**src/hw/micr_pkg.sv**
```systemverilog
// Constants, register map and types of the microphone I2C register block
package micr_pkg;

    // Bus address: the low bit follows the channel-select pin
    localparam logic [6:0] MICR_DEV_ADDR_BASE = 7'h60;

    // Register indices
    localparam logic [7:0] MICR_REG_CTRL   = 8'h00;
    localparam logic [7:0] MICR_REG_GAIN   = 8'h01;
    localparam logic [7:0] MICR_REG_FILTER = 8'h02;
    localparam logic [7:0] MICR_REG_FLOOR  = 8'h03;
    localparam logic [7:0] MICR_REG_CEIL   = 8'h04;
    localparam logic [7:0] MICR_REG_MARGIN = 8'h05;

    // Field positions
    localparam int MICR_CTRL_EN_BIT    = 0;
    localparam int MICR_CTRL_DLY_LSB   = 1;
    localparam int MICR_CTRL_CLEAR_BIT = 4;
    localparam int MICR_FILT_LPF_LSB   = 0;
    localparam int MICR_FILT_HPF_LSB   = 2;
    localparam int MICR_GAIN_LSB       = 0;
    localparam int MICR_FAST_LSB       = 5;
    localparam int MICR_RMS_BIT        = 5;
    localparam int MICR_MARGIN_LSB     = 0;

    // Values after reset
    localparam logic       MICR_RST_WDT_EN  = 1'h0;
    localparam logic [1:0] MICR_RST_BUS_TIMEOUT_SELECT = 2'h0;
    localparam logic [4:0] MICR_RST_GAIN    = 5'h10;
    localparam logic [1:0] MICR_RST_HPF     = 2'h3;
    localparam logic [1:0] MICR_RST_LPF     = 2'h0;
    localparam logic [1:0] MICR_RST_FAST    = 2'h2;
    localparam logic [4:0] MICR_RST_FLOOR   = 5'h00;
    localparam logic       MICR_RST_RMS     = 1'h0;
    localparam logic [4:0] MICR_RST_CEIL    = 5'h1B;
    localparam logic [2:0] MICR_RST_MARGIN  = 3'h7;

    // Watchdog timebase: shortest timeout, longer ones are doublings
    localparam int MICR_CLK_HZ       = 10_000_000;
    localparam int MICR_WDT_BASE_MS  = 8;
    localparam int MICR_WDT_BASE_CYC = (MICR_WDT_BASE_MS * MICR_CLK_HZ) / 1000;
    localparam int MICR_WDT_W        = 21;

    // Configuration presented to the acoustic loop
    typedef struct packed {
        logic       bus_timeout_enable;
        logic [1:0] bus_timeout_select;
        logic [1:0] detect_highpass_corner;
        logic [1:0] detect_lowpass_corner;
        logic [1:0] fast_adapt_count;
        logic [4:0] gain_floor;
        logic       rms_rate;
        logic [4:0] gain_ceiling;
        logic [2:0] trigger_margin;
    } micr_cfg_t;

    typedef enum logic [3:0] {
        MICR_IDLE     = 4'h0,
        MICR_ADDR     = 4'h1,
        MICR_ADDR_ACK = 4'h2,
        MICR_REG      = 4'h3,
        MICR_REG_ACK  = 4'h4,
        MICR_WR       = 4'h5,
        MICR_WR_ACK   = 4'h6,
        MICR_RD       = 4'h7,
        MICR_RD_ACK   = 4'h8
    } micr_state_t;

endpackage

```
**src/hw/micr_regs.sv**
```systemverilog
// I2C slave and configuration registers of the microphone
`timescale 1ns/10ps

// What this block does
// - Answer at bus address 0x60 with channel pin low, 0x61 with it high.
// - All registers reset to documented defaults, readable over the bus.
// - Writing one to wake-clear drops the wake flag, unless a trigger arrives in that cycle, and re-arms detection.
// - Watchdog counter cleared and stopped at each transaction end.
// - Watchdog expiry resets only the serial interface, not registers.
// - Timeout select codes 00..11 give 8, 16, 32, 64 ms.
// - Watchdog disabled never resets the interface.
// - Ambient gain register is read-only and shows the loop gain.
// - Gain code 0 means 91.5 dB SPL, down 1.5 dB per step to 45.
// - Reading the gain register leaves operation undisturbed.
// - Low-pass corner bits 1:0 select 2, 4, 6 or 8 kHz.
// - High-pass corner codes select 200, 300, 400 or 800 Hz.
// - High-pass corner occupies filter register bits 3:2.
// - Loop gain is held between programmed floor and ceiling, or at the ceiling when the floor is above it.
// - Three-bit trigger margin, 6 dB at 001 to 18 dB at 111.
// - Fast-adapt count: 00 off, else 2, 4, 6 same-direction trips.
module micr_regs
    import micr_pkg::*;
#(
    parameter int WDT_BASE_CYC = MICR_WDT_BASE_CYC
) (
    input  wire logic       ref_clk,
    input  wire logic       reset_n,
    input  wire logic       scl_in,
    input  wire logic       sda_in,
    output logic            sda_out,
    output logic            sda_oe_n,
    input  wire logic       channel_select_pin,
    input  wire logic [4:0] loop_gain_request,
    input  wire logic       acoustic_trigger,
    output logic            wake_flag,
    output logic            trigger_rearm,
    output logic [4:0]      ambient_gain_code,
    output micr_cfg_t       cfg
);

    ////////////////////////////////////////////////////////////////////////
    // Pin synchronisers: stage 1 is read only by stage 2
    logic [2:0] sync1_q;
    logic [2:0] sync2_q;
    logic [1:0] prev_q;

    always_ff @(posedge ref_clk) begin
        if (!reset_n) begin
            sync1_q <= 3'h7;
            sync2_q <= 3'h7;
            prev_q  <= 2'h3;
        end else begin
            sync1_q <= {channel_select_pin, scl_in, sda_in};
            sync2_q <= sync1_q;
            prev_q  <= sync2_q[1:0];
        end
    end

    logic scl_s;
    logic sda_s;
    logic scl_rise;
    logic scl_fall;
    logic bus_start;
    logic bus_stop;
    logic [6:0] my_addr;

    // Edges from stage 2 against its one-cycle-older copy
    assign scl_s     = sync2_q[1];
    assign sda_s     = sync2_q[0];
    assign scl_rise  = scl_s & ~prev_q[1];
    assign scl_fall  = ~scl_s & prev_q[1];
    assign bus_start = scl_s & prev_q[1] & ~sda_s & prev_q[0];
    assign bus_stop  = scl_s & prev_q[1] & sda_s & ~prev_q[0];
    assign my_addr   = {MICR_DEV_ADDR_BASE[6:1], sync2_q[2]};

    ////////////////////////////////////////////////////////////////////////
    // Configuration registers
    micr_cfg_t  cfg_q;
    micr_cfg_t  cfg_d;
    logic [4:0] gain_q;
    logic [4:0] gain_d;
    logic       wake_q;
    logic       wake_d;
    logic       rearm_q;
    logic       rearm_d;
    logic       wr_en;
    logic [7:0] wr_idx;
    logic [7:0] wr_data;
    logic [7:0] rd_idx;
    logic [7:0] rd_data;

    // Register read mux; nothing here has side effects, so reads never upset the loop
    always_comb begin
        rd_data = 8'h00;
        case (rd_idx)
            MICR_REG_CTRL: begin
                rd_data[MICR_CTRL_EN_BIT]       = cfg_q.bus_timeout_enable;
                rd_data[MICR_CTRL_DLY_LSB +: 2] = cfg_q.bus_timeout_select;
            end
            MICR_REG_GAIN:   rd_data[MICR_GAIN_LSB +: 5] = gain_q;
            MICR_REG_FILTER: begin
                rd_data[MICR_FILT_LPF_LSB +: 2] = cfg_q.detect_lowpass_corner;
                rd_data[MICR_FILT_HPF_LSB +: 2] = cfg_q.detect_highpass_corner;
            end
            MICR_REG_FLOOR: begin
                rd_data[MICR_GAIN_LSB +: 5] = cfg_q.gain_floor;
                rd_data[MICR_FAST_LSB +: 2] = cfg_q.fast_adapt_count;
            end
            MICR_REG_CEIL: begin
                rd_data[MICR_GAIN_LSB +: 5] = cfg_q.gain_ceiling;
                rd_data[MICR_RMS_BIT]       = cfg_q.rms_rate;
            end
            MICR_REG_MARGIN: rd_data[MICR_MARGIN_LSB +: 3] = cfg_q.trigger_margin;
            default:         rd_data = 8'h00;
        endcase
    end

    // Writes, gain tracking and wake flag
    always_comb begin
        cfg_d   = cfg_q;
        rearm_d = 1'b0;
        if (wr_en) begin
            case (wr_idx)
                MICR_REG_CTRL: begin
                    cfg_d.bus_timeout_enable = wr_data[MICR_CTRL_EN_BIT];
                    cfg_d.bus_timeout_select = wr_data[MICR_CTRL_DLY_LSB +: 2];
                    rearm_d = wr_data[MICR_CTRL_CLEAR_BIT];
                end
                MICR_REG_FILTER: begin
                    cfg_d.detect_lowpass_corner  = wr_data[MICR_FILT_LPF_LSB +: 2];
                    cfg_d.detect_highpass_corner = wr_data[MICR_FILT_HPF_LSB +: 2];
                end
                MICR_REG_FLOOR: begin
                    cfg_d.gain_floor       = wr_data[MICR_GAIN_LSB +: 5];
                    cfg_d.fast_adapt_count = wr_data[MICR_FAST_LSB +: 2];
                end
                MICR_REG_CEIL: begin
                    cfg_d.gain_ceiling = wr_data[MICR_GAIN_LSB +: 5];
                    cfg_d.rms_rate     = wr_data[MICR_RMS_BIT];
                end
                MICR_REG_MARGIN: cfg_d.trigger_margin = wr_data[MICR_MARGIN_LSB +: 3];
                default: cfg_d = cfg_q;
            endcase
        end
        // Floor first, ceiling last: a crossed setting resolves to the ceiling
        gain_d = loop_gain_request;
        if (gain_d < cfg_q.gain_floor) begin
            gain_d = cfg_q.gain_floor;
        end
        if (gain_d > cfg_q.gain_ceiling) begin
            gain_d = cfg_q.gain_ceiling;
        end
        // A trigger in the clearing cycle wins so no event is lost
        wake_d = wake_q;
        if (rearm_d) begin
            wake_d = 1'b0;
        end
        if (acoustic_trigger) begin
            wake_d = 1'b1;
        end
    end

    always_ff @(posedge ref_clk) begin
        if (!reset_n) begin
            cfg_q.bus_timeout_enable     <= MICR_RST_WDT_EN;
            cfg_q.bus_timeout_select     <= MICR_RST_BUS_TIMEOUT_SELECT;
            cfg_q.detect_highpass_corner <= MICR_RST_HPF;
            cfg_q.detect_lowpass_corner  <= MICR_RST_LPF;
            cfg_q.fast_adapt_count       <= MICR_RST_FAST;
            cfg_q.gain_floor             <= MICR_RST_FLOOR;
            cfg_q.rms_rate               <= MICR_RST_RMS;
            cfg_q.gain_ceiling           <= MICR_RST_CEIL;
            cfg_q.trigger_margin         <= MICR_RST_MARGIN;
            gain_q                       <= MICR_RST_GAIN;
            wake_q                       <= 1'b0;
            rearm_q                      <= 1'b0;
        end else begin
            cfg_q   <= cfg_d;
            gain_q  <= gain_d;
            wake_q  <= wake_d;
            rearm_q <= rearm_d;
        end
    end

    assign cfg               = cfg_q;
    assign ambient_gain_code = gain_q;
    assign wake_flag         = wake_q;
    assign trigger_rearm     = rearm_q;

    ////////////////////////////////////////////////////////////////////////
    // Bus watchdog: runs only inside a transaction
    logic                  busy_q;
    logic                  busy_d;
    logic [MICR_WDT_W-1:0] wdt_q;
    logic [MICR_WDT_W-1:0] wdt_d;
    logic [MICR_WDT_W-1:0] wdt_limit;
    logic                  bus_rst;

    assign wdt_limit = MICR_WDT_W'(WDT_BASE_CYC) << cfg_q.bus_timeout_select;
    assign bus_rst   = cfg_q.bus_timeout_enable & busy_q & (wdt_q > wdt_limit);

    always_comb begin
        busy_d = busy_q;
        wdt_d  = wdt_q;
        if (bus_start) begin
            busy_d = 1'b1;
        end
        if (bus_stop || bus_rst) begin
            busy_d = 1'b0;
        end
        if (!busy_q || bus_stop || !cfg_q.bus_timeout_enable) begin
            wdt_d = '0;
        end else if (wdt_q <= wdt_limit) begin
            wdt_d = wdt_q + MICR_WDT_W'(1);
        end
    end

    always_ff @(posedge ref_clk) begin
        if (!reset_n) begin
            busy_q <= 1'b0;
            wdt_q  <= '0;
        end else begin
            busy_q <= busy_d;
            wdt_q  <= wdt_d;
        end
    end

    ////////////////////////////////////////////////////////////////////////
    // Serial engine: sample on SCL rise, change SDA on SCL fall
    micr_state_t st_q;
    micr_state_t st_d;
    logic [3:0]  bit_q;
    logic [3:0]  bit_d;
    logic [7:0]  sh_q;
    logic [7:0]  sh_d;
    logic [7:0]  ptr_q;
    logic [7:0]  ptr_d;
    logic        rw_q;
    logic        rw_d;
    logic        drv_q;
    logic        drv_d;

    assign rd_idx  = ptr_q;
    assign wr_idx  = ptr_q;
    assign wr_data = sh_q;

    always_comb begin
        st_d  = st_q;
        bit_d = bit_q;
        sh_d  = sh_q;
        ptr_d = ptr_q;
        rw_d  = rw_q;
        drv_d = drv_q;
        wr_en = 1'b0;
        if (bus_rst || bus_stop) begin
            st_d  = MICR_IDLE;
            drv_d = 1'b0;
        end else if (bus_start) begin
            st_d  = MICR_ADDR;
            bit_d = 4'h0;
            drv_d = 1'b0;
        end else begin
            case (st_q)
                MICR_IDLE: st_d = MICR_IDLE;
                MICR_ADDR, MICR_REG, MICR_WR: begin
                    if (scl_rise) begin
                        sh_d  = {sh_q[6:0], sda_s};
                        bit_d = bit_q + 4'h1;
                    end else if (scl_fall && bit_q == 4'h8) begin
                        drv_d = 1'b1;
                        if (st_q == MICR_ADDR) begin
                            rw_d = sh_q[0];
                            if (sh_q[7:1] == my_addr) begin
                                st_d = MICR_ADDR_ACK;
                            end else begin
                                st_d  = MICR_IDLE;
                                drv_d = 1'b0;
                            end
                        end else if (st_q == MICR_REG) begin
                            ptr_d = sh_q;
                            st_d  = MICR_REG_ACK;
                        end else begin
                            wr_en = 1'b1;
                            ptr_d = ptr_q + 8'h01;
                            st_d  = MICR_WR_ACK;
                        end
                    end
                end
                MICR_ADDR_ACK, MICR_REG_ACK, MICR_WR_ACK: begin
                    if (scl_fall) begin
                        bit_d = 4'h0;
                        drv_d = 1'b0;
                        st_d  = (st_q == MICR_ADDR_ACK) ? MICR_REG : MICR_WR;
                        if (st_q == MICR_ADDR_ACK && rw_q) begin
                            sh_d  = rd_data;
                            drv_d = ~rd_data[7];
                            ptr_d = ptr_q + 8'h01;
                            st_d  = MICR_RD;
                        end
                    end
                end
                MICR_RD: begin
                    if (scl_rise) begin
                        bit_d = bit_q + 4'h1;
                    end else if (scl_fall) begin
                        if (bit_q == 4'h8) begin
                            drv_d = 1'b0;
                            st_d  = MICR_RD_ACK;
                        end else begin
                            sh_d  = {sh_q[6:0], 1'b0};
                            drv_d = ~sh_q[6];
                        end
                    end
                end
                MICR_RD_ACK: begin
                    // A master NACK ends the read; wait in MICR_IDLE for STOP
                    if (scl_rise && sda_s) begin
                        st_d = MICR_IDLE;
                    end else if (scl_fall) begin
                        bit_d = 4'h0;
                        sh_d  = rd_data;
                        drv_d = ~rd_data[7];
                        ptr_d = ptr_q + 8'h01;
                        st_d  = MICR_RD;
                    end
                end
                default: st_d = MICR_IDLE;
            endcase
        end
    end

    always_ff @(posedge ref_clk) begin
        if (!reset_n) begin
            st_q  <= MICR_IDLE;
            bit_q <= 4'h0;
            sh_q  <= 8'h00;
            ptr_q <= 8'h00;
            rw_q  <= 1'b0;
            drv_q <= 1'b0;
        end else begin
            st_q  <= st_d;
            bit_q <= bit_d;
            sh_q  <= sh_d;
            ptr_q <= ptr_d;
            rw_q  <= rw_d;
            drv_q <= drv_d;
        end
    end

    // Open drain: only ever pull low
    assign sda_out  = 1'b0;
    assign sda_oe_n = ~drv_q;

endmodule

```
**config.mk**
```make
export PLATFORM = sky130hd
export DESIGN_NAME = micr_regs
export DESIGN_NICKNAME = d
export VERILOG_FILES = /design/src/hw/micr_pkg.sv /design/src/hw/micr_regs.sv
export SDC_FILE = /design/constraint.sdc
export NUM_CORES = 1
export LEC_CHECK = 0
export ABC_AREA = 1
export CAP_MARGIN = 20
export CORE_MARGIN = 3
export CORE_UTILIZATION = 64
export DETAILED_ROUTE_END_ITERATION = 12
export DONT_BUFFER_PORTS = 1
export MAX_ROUTING_LAYER = met4
export PLACE_DENSITY = 0.81
export SYNTH_ARGS = -nofsm -noshare
export SYNTH_HDL_FRONTEND = slang
export SYNTH_SLANG_ARGS = --single-unit
```
**constraint.sdc**
```tcl
create_clock -name ref_clk -period 3.15 [get_ports ref_clk]
set_clock_uncertainty 0.2 [all_clocks]
set_input_delay 0.63 -clock ref_clk [delete_from_list [all_inputs] [get_ports ref_clk]]
set_output_delay 0.63 -clock ref_clk [all_outputs]
set_load 0.01 [all_outputs]
```
# Word-level counts from Yosys, hierarchy flattened
# Index checks and enable logic that the tools add are counted.
# word_totals
ff_bits	86
out_inout_bits	32
elab_cells	187
# op_classes
n_addsub	3
n_lt_le_gt_ge	4
eq_ne	37
shift	1
muxes	68
bitwise_logic	19
reduce_logical	31
# ops
op	n
$mux W8	16
$mux W4	13
$pmux W8 S4	1
$mux W1	24
$ne A2 B2 Y1 const B	12
$ne A3 B3 Y1 const B	8
$pmux W8 S3	1
$add A21 B1 Y21 const B	1
$gt A21 B21 Y1	1
$le A21 B21 Y1	1
$shl A17 B2 Y21 const A	1
$pmux W3 S6	1
$eq A4 B3 Y1 const B	4
$eq A8 B2 Y1 const B	2
$eq A8 B3 Y1 const B	2
$pmux W4 S4	1
$reduce_and A7 Y1	2
$pmux W4 S3	1
$reduce_and A11 Y1	1
$mux W5	2
$not A1 Y1	10
$reduce_and A10 Y1	1
$reduce_and A2 Y1	5
$and A1 B1 Y1	9
29 further kinds	43

# Logic depth before layout (Yosys ltp)
# Gate-level depths: netlist of the first run.
# logic_depth
word_depth	11
ltp_mapped	19
depth_no_buf	17

# Worst setup path after synthesis of the first run
# Ideal clock, no wire load.
# synth_timing
kind	in2reg
start	input loop_gain_request[4]
end	register gain_q[1] (netlist: ambient_gain_code[1])
setup_ns	0.086
arrival_time_ns	2.692
required_ns	2.864
slack_ns	0.172
path_stages	13
cell_sequence	ha_1 nand4_1 o221ai_1 o21ai_0 ha_1 nand2_1 inv_1 nand3_1 o221ai_1 nand2_1 inv_1 nor2_1 a211oi_1
# synth_via
elab_chain_len	4
# synth_rtl
item	line_no	source
start, declared	micr_regs.sv:33	input wire logic [4:0] loop_gain_request,
$lt A5 B5 Y1	micr_regs.sv:147	if (gain_d < cfg_q.gain_floor) begin
$mux W5 (*)	micr_regs.sv:147	
$gt A5 B5 Y1	micr_regs.sv:150	if (gain_d > cfg_q.gain_ceiling) begin
$mux W5 (*)	micr_regs.sv:150	
end signal, assigned	micr_regs.sv:179	gain_q <= gain_d;
end, declared	micr_regs.sv:80	logic [4:0] gain_q;
# Mark *: on every way between the ends. The rest lies on a longest branch, timed or not.
# A chain may end at the register's enable or synchronous reset.

# Worst setup path after layout of the first run
# layout_timing
start	register cfg_q (netlist bit cfg[20])
end	register sh_q[4]
# layout_via
elab_chain_len	6
# layout_rtl
item	line_no	source
start, declared	micr_regs.sv:78	micr_cfg_t cfg_q;
start signal, assigned	micr_regs.sv:178	cfg_q <= cfg_d;
$shl A17 B2 Y21	micr_regs.sv:199	assign wdt_limit = MICR_WDT_W'(WDT_BASE_CYC) << cfg_q.bus_timeout_select;
$gt A21 B21 Y1	micr_regs.sv:200	assign bus_rst = cfg_q.bus_timeout_enable & busy_q & (wdt_q > wdt_limit);
$and A1 B1 Y1	micr_regs.sv:200	
$logic_or A1 B1 Y1	micr_regs.sv:255	if (bus_rst || bus_stop) begin
$not A1 Y1 (no source line)	n/a	
$reduce_and A11 Y1 (no source line)	n/a	
end signal, assigned	micr_regs.sv:336	sh_q <= 8'h00;
end signal, assigned	micr_regs.sv:343	sh_q <= sh_d;
end, declared	micr_regs.sv:234	logic [7:0] sh_q;
# No other way between the ends.

==> results.md, run 1 <==
- Of the total synthesized cell area, the portion taken by AND, OR, NAND and NOR gates is 0.369.
- In the final design database the tool counted 851 nets.
- The routed layout has about 5200 vias.
- The routed design uses approximately 930 um of met3 wire.
- The number of inserted filler cells in the final layout is roughly 680.
- The count of synthesis-stage warnings from yosys is 0.
- The number of routed nets with antenna violations is 0.
- VDD sags by at most 0.000487 V.
- Of the cells placed in the final design, the portion with a size suffix greater than 1 is 0.0937.
- Synthesis produced a netlist with a net count of roughly 850.
- In this run the worst hold path is classified as in2reg.
- For this design the top-level I/O count stands at 43.
- The total CTS buffers is 9.
- The area growth from synthesis to layout is 5.98%.
- Counting flops with a built-in enable in the synthesized netlist gives 0.
- The first global-routing pass estimated 22500 um of wire.
- The count of buffers added on input and output ports is 0.
- The most common cell after layout, fill and taps aside is sky130_fd_sc_hd__nand2_1.
- Static timing analysis puts the maximum clock frequency at around 340 MHz.
- The synthesized netlist occupies a cell area of 5360 sq um.
- For this block, wires on met1 add up to 5980 um.
- The initial utilization of the core area, before any placement, comes to 0.676.
- At the placement stage, the worst setup path has a slack of -0.0831 ns.
- The total of endpoints with negative setup slack in the final report is 0.
- By area, the combinational part of the netlist is dominated by simple AND/OR/NAND/NOR gates.
- The x dimension of the die is around 97 um.
- Synthesis instantiated 42 different standard cells from the library.
- After layout, the design draws a total of approximately 0.0029 W.
- The flip-flop and latch count after synthesis is 86.
- The first-iteration detailed-routing DRC count is around 370.
- The area fraction in compound gates after synthesis is 0.107.
- The data arrival time at the worst-slack endpoint is approximately 3 ns.
- The number of buffers between clock root and the deepest sink is 2.
- The region available for standard cell placement spans 7930 sq um.
- The average footprint of a synthesized cell is about 6.7 sq um.
- The slew of the pin with the lowest slew margin is about 0.9 ns.
- Ranked by total cell area, the synthesized netlist is headed by sky130_fd_sc_hd__dfxtp_1, sky130_fd_sc_hd__nand2_1, sky130_fd_sc_hd__ha_1, sky130_fd_sc_hd__inv_1, sky130_fd_sc_hd__nor2_1.
- Along the worst hold path, the cell count comes to 1.
- Synthesis produced 803 cells.
- The number of cell instances on the worst register-to-register path is 14.
- After global routing the overflow that remains totals 0.
- STA classifies the critical path startpoint as a flip-flop.
- Counting every sink on the clock net gives 86.
- The detail-routed net length per standard cell is 14.7 um.
- In this run the core area contains 32 standard-cell rows.
- The number of buffers added to fix hold violations after cts is 0.
- The flow ran to the end, and the final reports show no timing, DRC or antenna violations.
- The primary flip-flop cell chosen by synthesis mapping is sky130_fd_sc_hd__dfxtp_1.
- The clock tree root buffer cell is sky130_fd_sc_hd__clkbuf_8.
- The fraction of registers with async set/reset is 0.
- For this run, the register share of the synthesized area comes to 0.321.
- The total routing usage reported by global routing is 0.293.
- The final wirelength is ~13000 um.
- The post-route worst setup slack is 0.195 ns.
- On the final layout, the worst hold slack is 0.151 ns.
- The category of the worst setup path capture point is a flip-flop.
- The die is 97.5 um tall.
- The TritonCTS clock tree is built.
- For this run, the detailed router's first-pass iteration total came to 5.
- The startpoint of the worst register-to-register path is cfg[20].
- After clock tree synthesis, the clock-pin slew on the worst setup and hold paths is 0.09 ns.
- The startpoint identified for the worst hold timing path is reset_n.
- The uppermost metal layer occupied by signal nets is met4.
- Setup repair after global routing could not meet its margin everywhere.
- The share of Yosys cell area claimed by the top area cell type is 0.321.
- STA puts the critical path data required time at roughly 3.2 ns.
- Entering global routing, the biggest net connects 37 pins.
- The setup check on the worst reg-to-reg path leaves a slack of between 0.15 and 0.2 ns.
- The headroom to the max-slew limit is 0.404.
- The repair_antennas step left the layout with diodes totalling 0.
- The post-route minimum period is between 2 and 3 ns.
- Of the available clock period, the critical path in the final layout requires 0.938.
- The wire length on met2 is about 6300 um.
- The H-tree depth is 3.
- The via density per instance is 5.69.
- The xor/xnor cell area share of the yosys netlist is 0.0327.
- The type of the worst setup path is reg2reg.
- The worst hold path endpoint is prev_q[1].
- The number of global-route vias before repair was slightly below 5000.
- The number of maximum-capacitance violations is 0.
- The power density over cell area is roughly 510 nW/um^2.
- The clock network latency to the later pin of the worst-skew pair is 0.36 ns.
- The detailed placement HPWL is 10100 um.
- The area of all placed cells without fillers is 5680 sq um.
- In this run the critical register-to-register path is captured at sh_q[4].
- The total cell area at the placement stage is between 5000 and 6000 sq um.
- At the end of routability-driven placement, the weighted congestion stood at between 0.9 and 1.
- The synthesized design spends more area on one cell type than any other, namely sky130_fd_sc_hd__dfxtp_1.
- The die covers between 9000 and 10000 sq um.
- The share of cell area taken by muxes after synthesis is 0.
- The number of endpoints with negative hold slack in the final report is 0.
- The maximum net fanout on the critical path is 14.
- The number of slew-limit violations in the final report is 0.
- The fraction of the mapped netlist area in adder cells is 0.0794.
- The count of unresolved DRC violations after routing is 0.
- Leaving out fill and tap cells, the most frequent cells in the layout are sky130_fd_sc_hd__nand2_1, sky130_fd_sc_hd__inv_1, sky130_fd_sc_hd__nor2_1, sky130_fd_sc_hd__dfxtp_1, sky130_fd_sc_hd__a21oi_1.
- The static power due to leakage is around 2.6 nW.
- The number of antenna violations at the first check in global routing is 0.
==> critical path, stage by stage (launching register included) <==
cell                      delay (ns)
sky130_fd_sc_hd__dfxtp_1        0.44
sky130_fd_sc_hd__inv_1          0.13
sky130_fd_sc_hd__ha_1           0.31
sky130_fd_sc_hd__ha_1           0.29
sky130_fd_sc_hd__nand2_1        0.07
sky130_fd_sc_hd__inv_1          0.05
sky130_fd_sc_hd__nand2_1        0.06
sky130_fd_sc_hd__nand2_1        0.05
sky130_fd_sc_hd__a21oi_1        0.20
sky130_fd_sc_hd__nand3_1        0.14
sky130_fd_sc_hd__nand3_1        0.14
sky130_fd_sc_hd__buf_4          0.18
sky130_fd_sc_hd__nand3_2        0.28
sky130_fd_sc_hd__nor3_2         0.25
sky130_fd_sc_hd__nor2_1         0.07
==> cells in the mapped netlist, types with 2 or more instances <==
cell                         n
sky130_fd_sc_hd__nand2_1   225
sky130_fd_sc_hd__inv_1      91
sky130_fd_sc_hd__dfxtp_1    86
sky130_fd_sc_hd__nor2_1     85
sky130_fd_sc_hd__a21oi_1    55
sky130_fd_sc_hd__nand3_1    47
sky130_fd_sc_hd__o21ai_0    35
sky130_fd_sc_hd__ha_1       34
sky130_fd_sc_hd__nor3_1     18
sky130_fd_sc_hd__nand4_1    17
sky130_fd_sc_hd__xor2_1     12
sky130_fd_sc_hd__clkbuf_1   10
sky130_fd_sc_hd__nor4_1      8
sky130_fd_sc_hd__xnor2_1     8
sky130_fd_sc_hd__inv_2       7
sky130_fd_sc_hd__or2_2       7
sky130_fd_sc_hd__buf_2       6
sky130_fd_sc_hd__nand2_2     5
sky130_fd_sc_hd__nand3_2     4
sky130_fd_sc_hd__nor3_2      4
sky130_fd_sc_hd__o21ai_1     4
sky130_fd_sc_hd__a211oi_1    3
sky130_fd_sc_hd__nor2_2      3
sky130_fd_sc_hd__a31oi_1     2
sky130_fd_sc_hd__buf_4       2
sky130_fd_sc_hd__buf_6       2
sky130_fd_sc_hd__nand2_4     2
sky130_fd_sc_hd__nand3_4     2
sky130_fd_sc_hd__nand4_2     2
sky130_fd_sc_hd__nor3_4      2
sky130_fd_sc_hd__o211ai_1    2
sky130_fd_sc_hd__o221ai_1    2
sky130_fd_sc_hd__o22ai_1     2
==> per-stage QoR <==
step	util	std cells	setup TNS, ns
after detailed placement	0.689	896	-0.242
after global routing	0.716	913	-0.656
after floorplan	-	803	0
after CTS	0.712	912	0
after global placement	0.689	896	-0.0120
final	0.716	913	0
==> layout make-up <==
cell class | instances | area (sq um) | share of cell area
repair buffers | 13 | 97.6 | 0.0172
inverters | 99 | 375 | 0.0661
multi-input cells | 597 | 3170 | 0.559
flip-flops and latches | 86 | 1720 | 0.304
well taps | 102 | 128 | 0.0225
clock inverters | 7 | 55.1 | 0.00970
clock buffers | 9 | 124 | 0.0218
==> worst max path at each step <==
stage,slack [ns],startpoint,cells after the start,endpoint
after floorplan,0.17,loop_gain_request[4],13,ambient_gain_code[1]
after global placement,-0.005,loop_gain_request[4],13,ambient_gain_code[2]
after detailed placement,-0.08,loop_gain_request[4],13,ambient_gain_code[1]
after CTS,0.02,cfg[12],13,ambient_gain_code[2]
after global routing,-0.07,cfg[20],15,sh_q[1]
final,0.20,cfg[20],14,sh_q[4]
==> report_power, final <==
part	internal, W	switching, W
combinational	0.000273	0.000607
sequential	0.00116	0.000127
clock	0.000295	0.000427
total	0.00172	0.00116
==> kinds of logic (layout without fill, tap and decap cells) <==
logic type | count (synthesis) | after routing
buffers and inverters | 120 | 128
AND/OR/NAND/NOR | 434 | 434
AO/OA/AOI/OAI | 108 | 108
flip-flops | 86 | 86
adder cells (fa/ha/maj) | 34 | 34
XOR/XNOR | 20 | 20
other | 1 | 1
==> routing by layer <==
layer | vias up | track usage
met1 | 2395 | 0.376
met4 | 0 | 0.113
met3 | 27 | 0.0560
met5 | - | -
li1 | 2602 | -
met2 | 168 | 0.460
==> flip-flops by register name, indices dropped and copies added, names as in the netlist <==
register	flops
ambient_gain_code	5
bit_q	4
busy_q	1
cfg	23
drv_q	1
prev_q	2
ptr_q	8
rw_q	1
sh_q	8
st_q	4
sync1_q	3
sync2_q	3
trigger_rearm	1
wake_flag	1
wdt_q	21
==> what timing repair did <==
item                       in CTS  in global routing
buffers inserted                0                  1
resized for setup               0                  7
setup endpoints to repair       0                 33
Note: power is estimated with default switching activity, not from simulation.
==> inputs of run 2 (changes only) <==
--- a/config.mk
+++ b/config.mk
@@ -12,7 +12,7 @@
 export DETAILED_ROUTE_END_ITERATION = 12
 export DONT_BUFFER_PORTS = 1
 export MAX_ROUTING_LAYER = met4
-export PLACE_DENSITY = 0.81
+export PLACE_DENSITY = 0.85
 export SYNTH_ARGS = -nofsm -noshare
 export SYNTH_HDL_FRONTEND = slang
 export SYNTH_SLANG_ARGS = --single-unit
==> results.md, run 2 (same netlist as run 1, synthesis figures left out) <==
- The starting utilization of the core area is 0.676.
- In the final layout, the multi-input gates occupy about 3200 sq um.
- Of the cells placed in the final design, the portion with a size suffix greater than 1 is 0.0906.
- The filler cells instantiated in the layout total approximately 700.
- The height of the die is roughly 100 um.
- The placer's final routability congestion estimate is around 0.95.
- The number of buffers added to fix hold violations after cts is 0.
- The category of the worst setup path capture point is a flip-flop.
- STA puts the critical path data required time at ~3.3 ns.
- During placement, the flow inserted port buffers numbering 0.
- The number of slew-limit violations in the final report is 0.
- The clock network latency to the later pin of the worst-skew pair is ~0.36 ns.
- The number of antenna violations at the first check in global routing is 0.
- Data on the critical path arrives at its endpoint at about 3.1 ns.
- The type of the worst setup path is reg2reg.
- The highest achievable clock rate is ~340 MHz.
- In this run the worst hold path is classified as in2reg.
- TritonCTS built the clock tree.
- The repair_antennas step left the layout with diodes totalling 0.
- The library cells used most frequently in the layout, excluding fill and tap cells, are sky130_fd_sc_hd__nand2_1, sky130_fd_sc_hd__inv_1, sky130_fd_sc_hd__nor2_1.
- The final wirelength is about 13000 um.
- The detailed placement HPWL is 10100 um.
- The pre-antenna-repair detailed-routing pass consisted of 5 iterations.
- For this run, the total global-route usage over all layers was measured as 0.291.
- The startpoint type of the worst setup path is a flip-flop.
- Setup repair after global routing left no endpoint under its margin.
- The full die area is about 9500 sq um.
- The total CTS buffers is 9.
- The routed layout has 5235 vias.
- The first-iteration detailed-routing DRC count is 378.
- In this run the count of I/O pins placed on the die edge is 43.
- The post-route minimum period is between 2 and 3 ns.
- The H-tree was split into 3 levels.
- The flow ran to the end, and the final reports show no timing, DRC or antenna violations.
- The number of global-route vias before repair is around 4900.
- Entering global routing, the biggest net connects 37 pins.
- The headroom to the max-slew limit is 0.403.
- After detailed routing, the number of vias per cell comes to approximately 5.8.
- The worst ir drop on vdd is 0.000483 V.
- The most common cell after layout, fill and taps aside is sky130_fd_sc_hd__nand2_1.
- The number of endpoints with negative hold slack in the final report came to 0.
- The register with the most flip-flops in the layout has 23 of them.
- The slew of the pin with the lowest slew margin is ~0.89 ns.
- The power density over cell area is between 500 and 600 nW/um^2.
- The root buffer cell chosen for the clock tree is sky130_fd_sc_hd__clkbuf_8.
- The number of maximum-capacitance violations is 0.
- Along the worst path, the maximum fanout reaches 12.
- The post-route worst setup slack is approximately 0.17 ns.
- Setup violations remaining at the end of the flow were counted as 0.
- At the placement stage, the worst setup path has a slack of about 0.065 ns.
- The analysis attributes to cell leakage a power of between 2 and 3 nW.
- At the end of the flow the core is filled with cells to 0.714.
- The clock sink count is between 80 and 90.
- The synthesis-to-layout area growth is 5.75%.
- Of the available clock period, the critical path in the final layout requires 0.947.
- The x dimension of the die is 97.5 um.
- The number of standard-cell rows in the floorplan is 32.
- The register cell area after layout is approximately 1700 sq um.
- The detail-routed net length per standard cell is between 10 and 15 um.
- Setup total negative slack on the finished layout was measured at 0 ns.
- The count of unresolved DRC violations after routing is 0.
- The final global-route overflow total is 0.
- The total area inside the core boundary comes to between 7000 and 8000 sq um.
- The clock transition at the registers of the reported paths is ~0.090 ns.
- In the final design database the tool counted about 850 nets.
- The first-pass GRT wire length is between 20000 and 25000 um.
- The number of buffers between clock root and the deepest sink is 2.
- The count of nets left with antenna violations once routing finished came out at 0.
run 2: changes by cell type in the layout (fill, tap and decap cells not counted), sizes merged:
| cell | before | now |
|---|---|---|
| clkbuf | 9 | 10 |
| bufinv | 0 | 1 |
| clkinvlp | 3 | 2 |
| inv | 101 | 99 |
| buf | 13 | 8 |
| clkinv | 2 | 3 |
run 2: cell type report:
class                           count  share of cell area
Timing Repair Buffer                8              0.0106
Clock inverter                      6              0.0122
Clock buffer                       10              0.0243
Multi-Input combinational cell    597               0.559
Tap cell                          102              0.0225
Inverter                           99              0.0663
Sequential cell                    86               0.305
run 2: routing by layer:
| layer | wire [um] | vias to the layer above | track usage | share of wire |
|---|---|---|---|---|
| li1 | - | 2591 | - | - |
| met2 | 6360 | 223 | 0.474 | 0.47 |
| met1 | 5840 | 2396 | 0.362 | 0.43 |
| met4 | 248 | 0 | 0.0927 | 0.018 |
| met5 | 0 | - | - | 0 |
| met3 | 982 | 25 | 0.0617 | 0.073 |
run 2: what timing repair did:
| item | CTS | global route |
|---|---|---|
| gates resized for setup | 0 | 9 |
| endpoints found under the hold margin | 0 | 0 |
| buffers inserted | 0 | 1 |
| endpoints found under the setup margin | 0 | 7 |
run 2: critical path, stage by stage, from the launching register on:
cell                      delay (ns)
sky130_fd_sc_hd__dfxtp_1        0.46
sky130_fd_sc_hd__inv_1          0.15
sky130_fd_sc_hd__ha_1           0.30
sky130_fd_sc_hd__ha_1           0.31
sky130_fd_sc_hd__nand2_1        0.07
sky130_fd_sc_hd__inv_1          0.07
sky130_fd_sc_hd__nand2_1        0.05
sky130_fd_sc_hd__nor2_1         0.16
sky130_fd_sc_hd__nand3_1        0.13
sky130_fd_sc_hd__nand3_1        0.13
sky130_fd_sc_hd__buf_4          0.22
sky130_fd_sc_hd__nand4_2        0.28
sky130_fd_sc_hd__inv_1          0.25
sky130_fd_sc_hd__nand2_1        0.08
sky130_fd_sc_hd__nand3_1        0.07
run 2: through the flow:
step                cells  cell area (sq um)  power (W)  hold slack (ns)
finish                908               5660    0.00296            0.155
global route          908               5660    0.00313            0.138
CTS                   907               5630    0.00294            0.138
detailed placement    891               5430    0.00215            0.206
global placement      891               5430    0.00212            0.197
floorplan             803               5360    0.00198            0.193
run 2: final timing paths:
| check | startpoint | endpoint | slack, ns | cells after the start |
|---|---|---|---|---|
| worst min-delay path | reset_n | cfg[1] | 0.15 | 1 |
| worst min register to register | sync1_q[1] | sync2_q[1] | 0.22 | 1 |
| worst max-delay path | cfg[21] | cfg[6] | 0.17 | 14 |
| worst max register to register | cfg[21] | cfg[6] | 0.17 | 14 |
run 2: power by group:
part | switching [W] | internal [W] | total [W]
clock network | 0.000429 | 0.000393 | 0.000822
logic | 0.000585 | 0.000274 | 0.000858
registers | 0.000127 | 0.00116 | 0.00128
==> inputs of run 3 (changes only) <==
--- a/config.mk
+++ b/config.mk
@@ -8,11 +8,11 @@
 export ABC_AREA = 1
 export CAP_MARGIN = 20
 export CORE_MARGIN = 3
-export CORE_UTILIZATION = 64
+export CORE_UTILIZATION = 55
 export DETAILED_ROUTE_END_ITERATION = 12
 export DONT_BUFFER_PORTS = 1
 export MAX_ROUTING_LAYER = met4
-export PLACE_DENSITY = 0.85
+export PLACE_DENSITY = 0.75
 export SYNTH_ARGS = -nofsm -noshare
 export SYNTH_HDL_FRONTEND = slang
 export SYNTH_SLANG_ARGS = --single-unit
==> constraint.sdc (replaced) <==
create_clock -name ref_clk -period 3.6 [get_ports ref_clk]
set_clock_uncertainty 0.2 [all_clocks]
set_input_delay 0.72 -clock ref_clk [delete_from_list [all_inputs] [get_ports ref_clk]]
set_output_delay 0.72 -clock ref_clk [all_outputs]
set_load 0.01 [all_outputs]
==> results.md, run 3 (same netlist as run 1, synthesis figures left out) <==
- The first routing iteration left 341 violations.
- The clock share of power is 0.285.
- The placer's final routability congestion estimate is just over 0.9.
- The maximum net fanout on the critical path is 14.
- The post-place setup slack is between 0.2 and 0.25 ns.
- In this run the tightest slew margin relative to its limit is 0.409.
- The highest achievable clock rate is about 310 MHz.
- For this design the ratio of total power to cell area is between 400 and 500 nW/um^2.
- The count of unresolved DRC violations after routing is 0.
- Setup repair after global routing left no endpoint under its margin.
- The clock transition at the registers of the reported paths is 0.09 ns.
- The detail-routed net length per standard cell is between 10 and 15 um.
- The internal power summed over all cells is 0.00164 W.
- The path class of the lowest-slack min-delay path is reg2reg.
- Summed over all cells, the static leakage comes to between 2 and 3 nW.
- The number of placed I/O pins is 43.
- The hold slack is about 0.22 ns.
- The run finished with clean final reports.
- 0 antenna diodes ended up in the layout.
- The worst path in the final design needs a cycle of 3.27 ns, including I/O delays and setup.
- The number of endpoints with negative hold slack in the final report is 0.
- The first-pass GRT wire length is between 20000 and 25000 um.
- The placed instance count is roughly 920.
- The area of all placed cells without fillers is around 5700 sq um.
- In this run the power spent charging and discharging nets is ~0.001 W.
- Data on the critical path arrives at its endpoint at 3.36 ns.
- In the final layout, the share of cells above drive strength 1 is 0.0761.
- In this run the core area contains 35 standard-cell rows.
- The clock network latency to the later pin of the worst-skew pair is between 0.3 and 0.4 ns.
- The count of non-filler cells in the finished layout is approximately 930.
- TritonCTS built the clock tree.
- The number of I/O port buffers is 0.
- The total routing usage reported by global routing is 0.257.
- The detailed-routing iteration count for the pre-antenna-repair pass is 5.
- At the worst endpoint, the required time is between 3 and 4 ns.
- The number of nets at the end of the flow is roughly 840.
- The via density per instance is between 5 and 6.
- The H-tree was split into 3 levels.
- Of the total power, the share spent switching nets is 0.375.
- The die covers between 10000 and 15000 sq um.
- The detailed placement HPWL is roughly 10000 um.
- The number of buffers added to fix hold violations after cts is 0.
- The share of total power dissipated in combinational logic is 0.288.
- The library cell used most frequently in the layout, excluding fill and tap cells, is sky130_fd_sc_hd__nand2_1.
- The core region is around 9400 sq um.
- The starting utilization of the core area is 0.571.
- The number of buffers added for setup after CTS is 0.
- The tree is rooted in a sky130_fd_sc_hd__clkbuf_8.
- The startpoint type of the worst setup path is a flip-flop.
- The number of flip-flops under the largest register name is 23.
- In the post-route analysis, the smallest setup slack over all paths is 0.335 ns.
- The slew of the pin with the lowest slew margin is 0.886 ns.
- The worst ir drop on vdd is about 0.00034 V.
- The category of the worst setup path capture point is a flip-flop.
- The final wirelength is roughly 13000 um.
- The total cell area at the placement stage is ~5400 sq um.
- The clock sink count is 86.
- The die is between 100 and 150 um wide.
- The die is roughly 100 um tall.
- The number of routed nets with antenna violations is 0.
- The final global-route overflow total is 0.
- The number of buffers between clock root and the deepest sink is 2.
- The number of vias after detailed routing is 5195.
- The number of slew-limit violations in the final report is 0.
- The number of antenna violations at the first check in global routing is 0.
- The worst setup path is of the reg2reg kind.
- For the final routed database, the setup TNS stands at 0 ns.
- The total CTS buffers is 9.
- Setup violations remaining at the end of the flow were counted as 0.
- The library cells used most frequently in the layout, excluding fill and tap cells, are sky130_fd_sc_hd__nand2_1, sky130_fd_sc_hd__inv_1, sky130_fd_sc_hd__dfxtp_1.
- The tool flagged a number of max-cap violations equal to 0.
- The number of global-route vias before repair was approximately 5000.
- Entering global routing, the biggest net connects 37 pins.
- The synthesis-to-layout area growth is 5.65%.
- The share of the clock period used by the worst path is 0.907.
- The sequential share of power is 0.427.
run 3: power groups by stage:
stage	Combinational (W)	Clock (W)	Sequential, W
2_1_floorplan	0.000661	0	0.00107
3_3_place_gp	0.000720	0	0.00114
3_5_place_dp	0.000734	0	0.00114
4_1_cts	0.000741	0.000762	0.00112
5_1_grt	0.000839	0.000801	0.00113
6_report	0.000754	0.000748	0.00112
run 3: what timing repair did:
action,CTS,global route
setup endpoints to repair,0,2
gates resized for setup,0,1
endpoints found under the hold margin,0,0
run 3: layer usage:
metal  vias to the layer above  GRT usage  part of all wire  wire, um
met5                         -          -                 0         0
li1                       2583          -                 -         -
met3                        34     0.0519             0.079      1060
met1                      2371      0.312              0.43      5730
met2                       207      0.417              0.47      6390
met4                         0      0.106             0.021       283
run 3: cell type report:
cell class,count,area [sq um]
fill,906,3710
timing repair buffer,4,30.0
clock inverter,6,86.3
inverter,99,372
multi-input combinational,597,3160
clock buffer,10,128
sequential,86,1720
tap,129,161
run 3: path summary, 6_finish.rpt:
kind                                 start          to  slack, ns  cells after the start
worst max-delay path               cfg[21]     st_q[3]       0.33                     14
worst min-delay path            sync1_q[2]  sync2_q[2]       0.22                      1
worst max register to register     cfg[21]     st_q[3]       0.33                     14
worst min register to register  sync1_q[2]  sync2_q[2]       0.22                      1
run 3: worst max-delay path: stages (launching register included):
cell                      delay, ns
sky130_fd_sc_hd__dfxtp_1       0.46
sky130_fd_sc_hd__inv_1         0.16
sky130_fd_sc_hd__ha_1          0.31
sky130_fd_sc_hd__ha_1          0.29
sky130_fd_sc_hd__nand2_1       0.07
sky130_fd_sc_hd__inv_1         0.05
sky130_fd_sc_hd__nand2_1       0.07
sky130_fd_sc_hd__nand2_1       0.05
sky130_fd_sc_hd__a21oi_1       0.15
sky130_fd_sc_hd__nand3_1       0.12
sky130_fd_sc_hd__nand3_1       0.37
sky130_fd_sc_hd__nand2_1       0.09
sky130_fd_sc_hd__inv_1         0.39
sky130_fd_sc_hd__nand3_1       0.25
sky130_fd_sc_hd__a21oi_1       0.17
run 3: through the flow:
step / power (W) / utilization
detailed placement: 0.00187 / 0.580
CTS: 0.00262 / 0.603
floorplan: 0.00173 / -
global placement: 0.00186 / 0.580
global route: 0.00277 / 0.604
finish: 0.00262 / 0.604
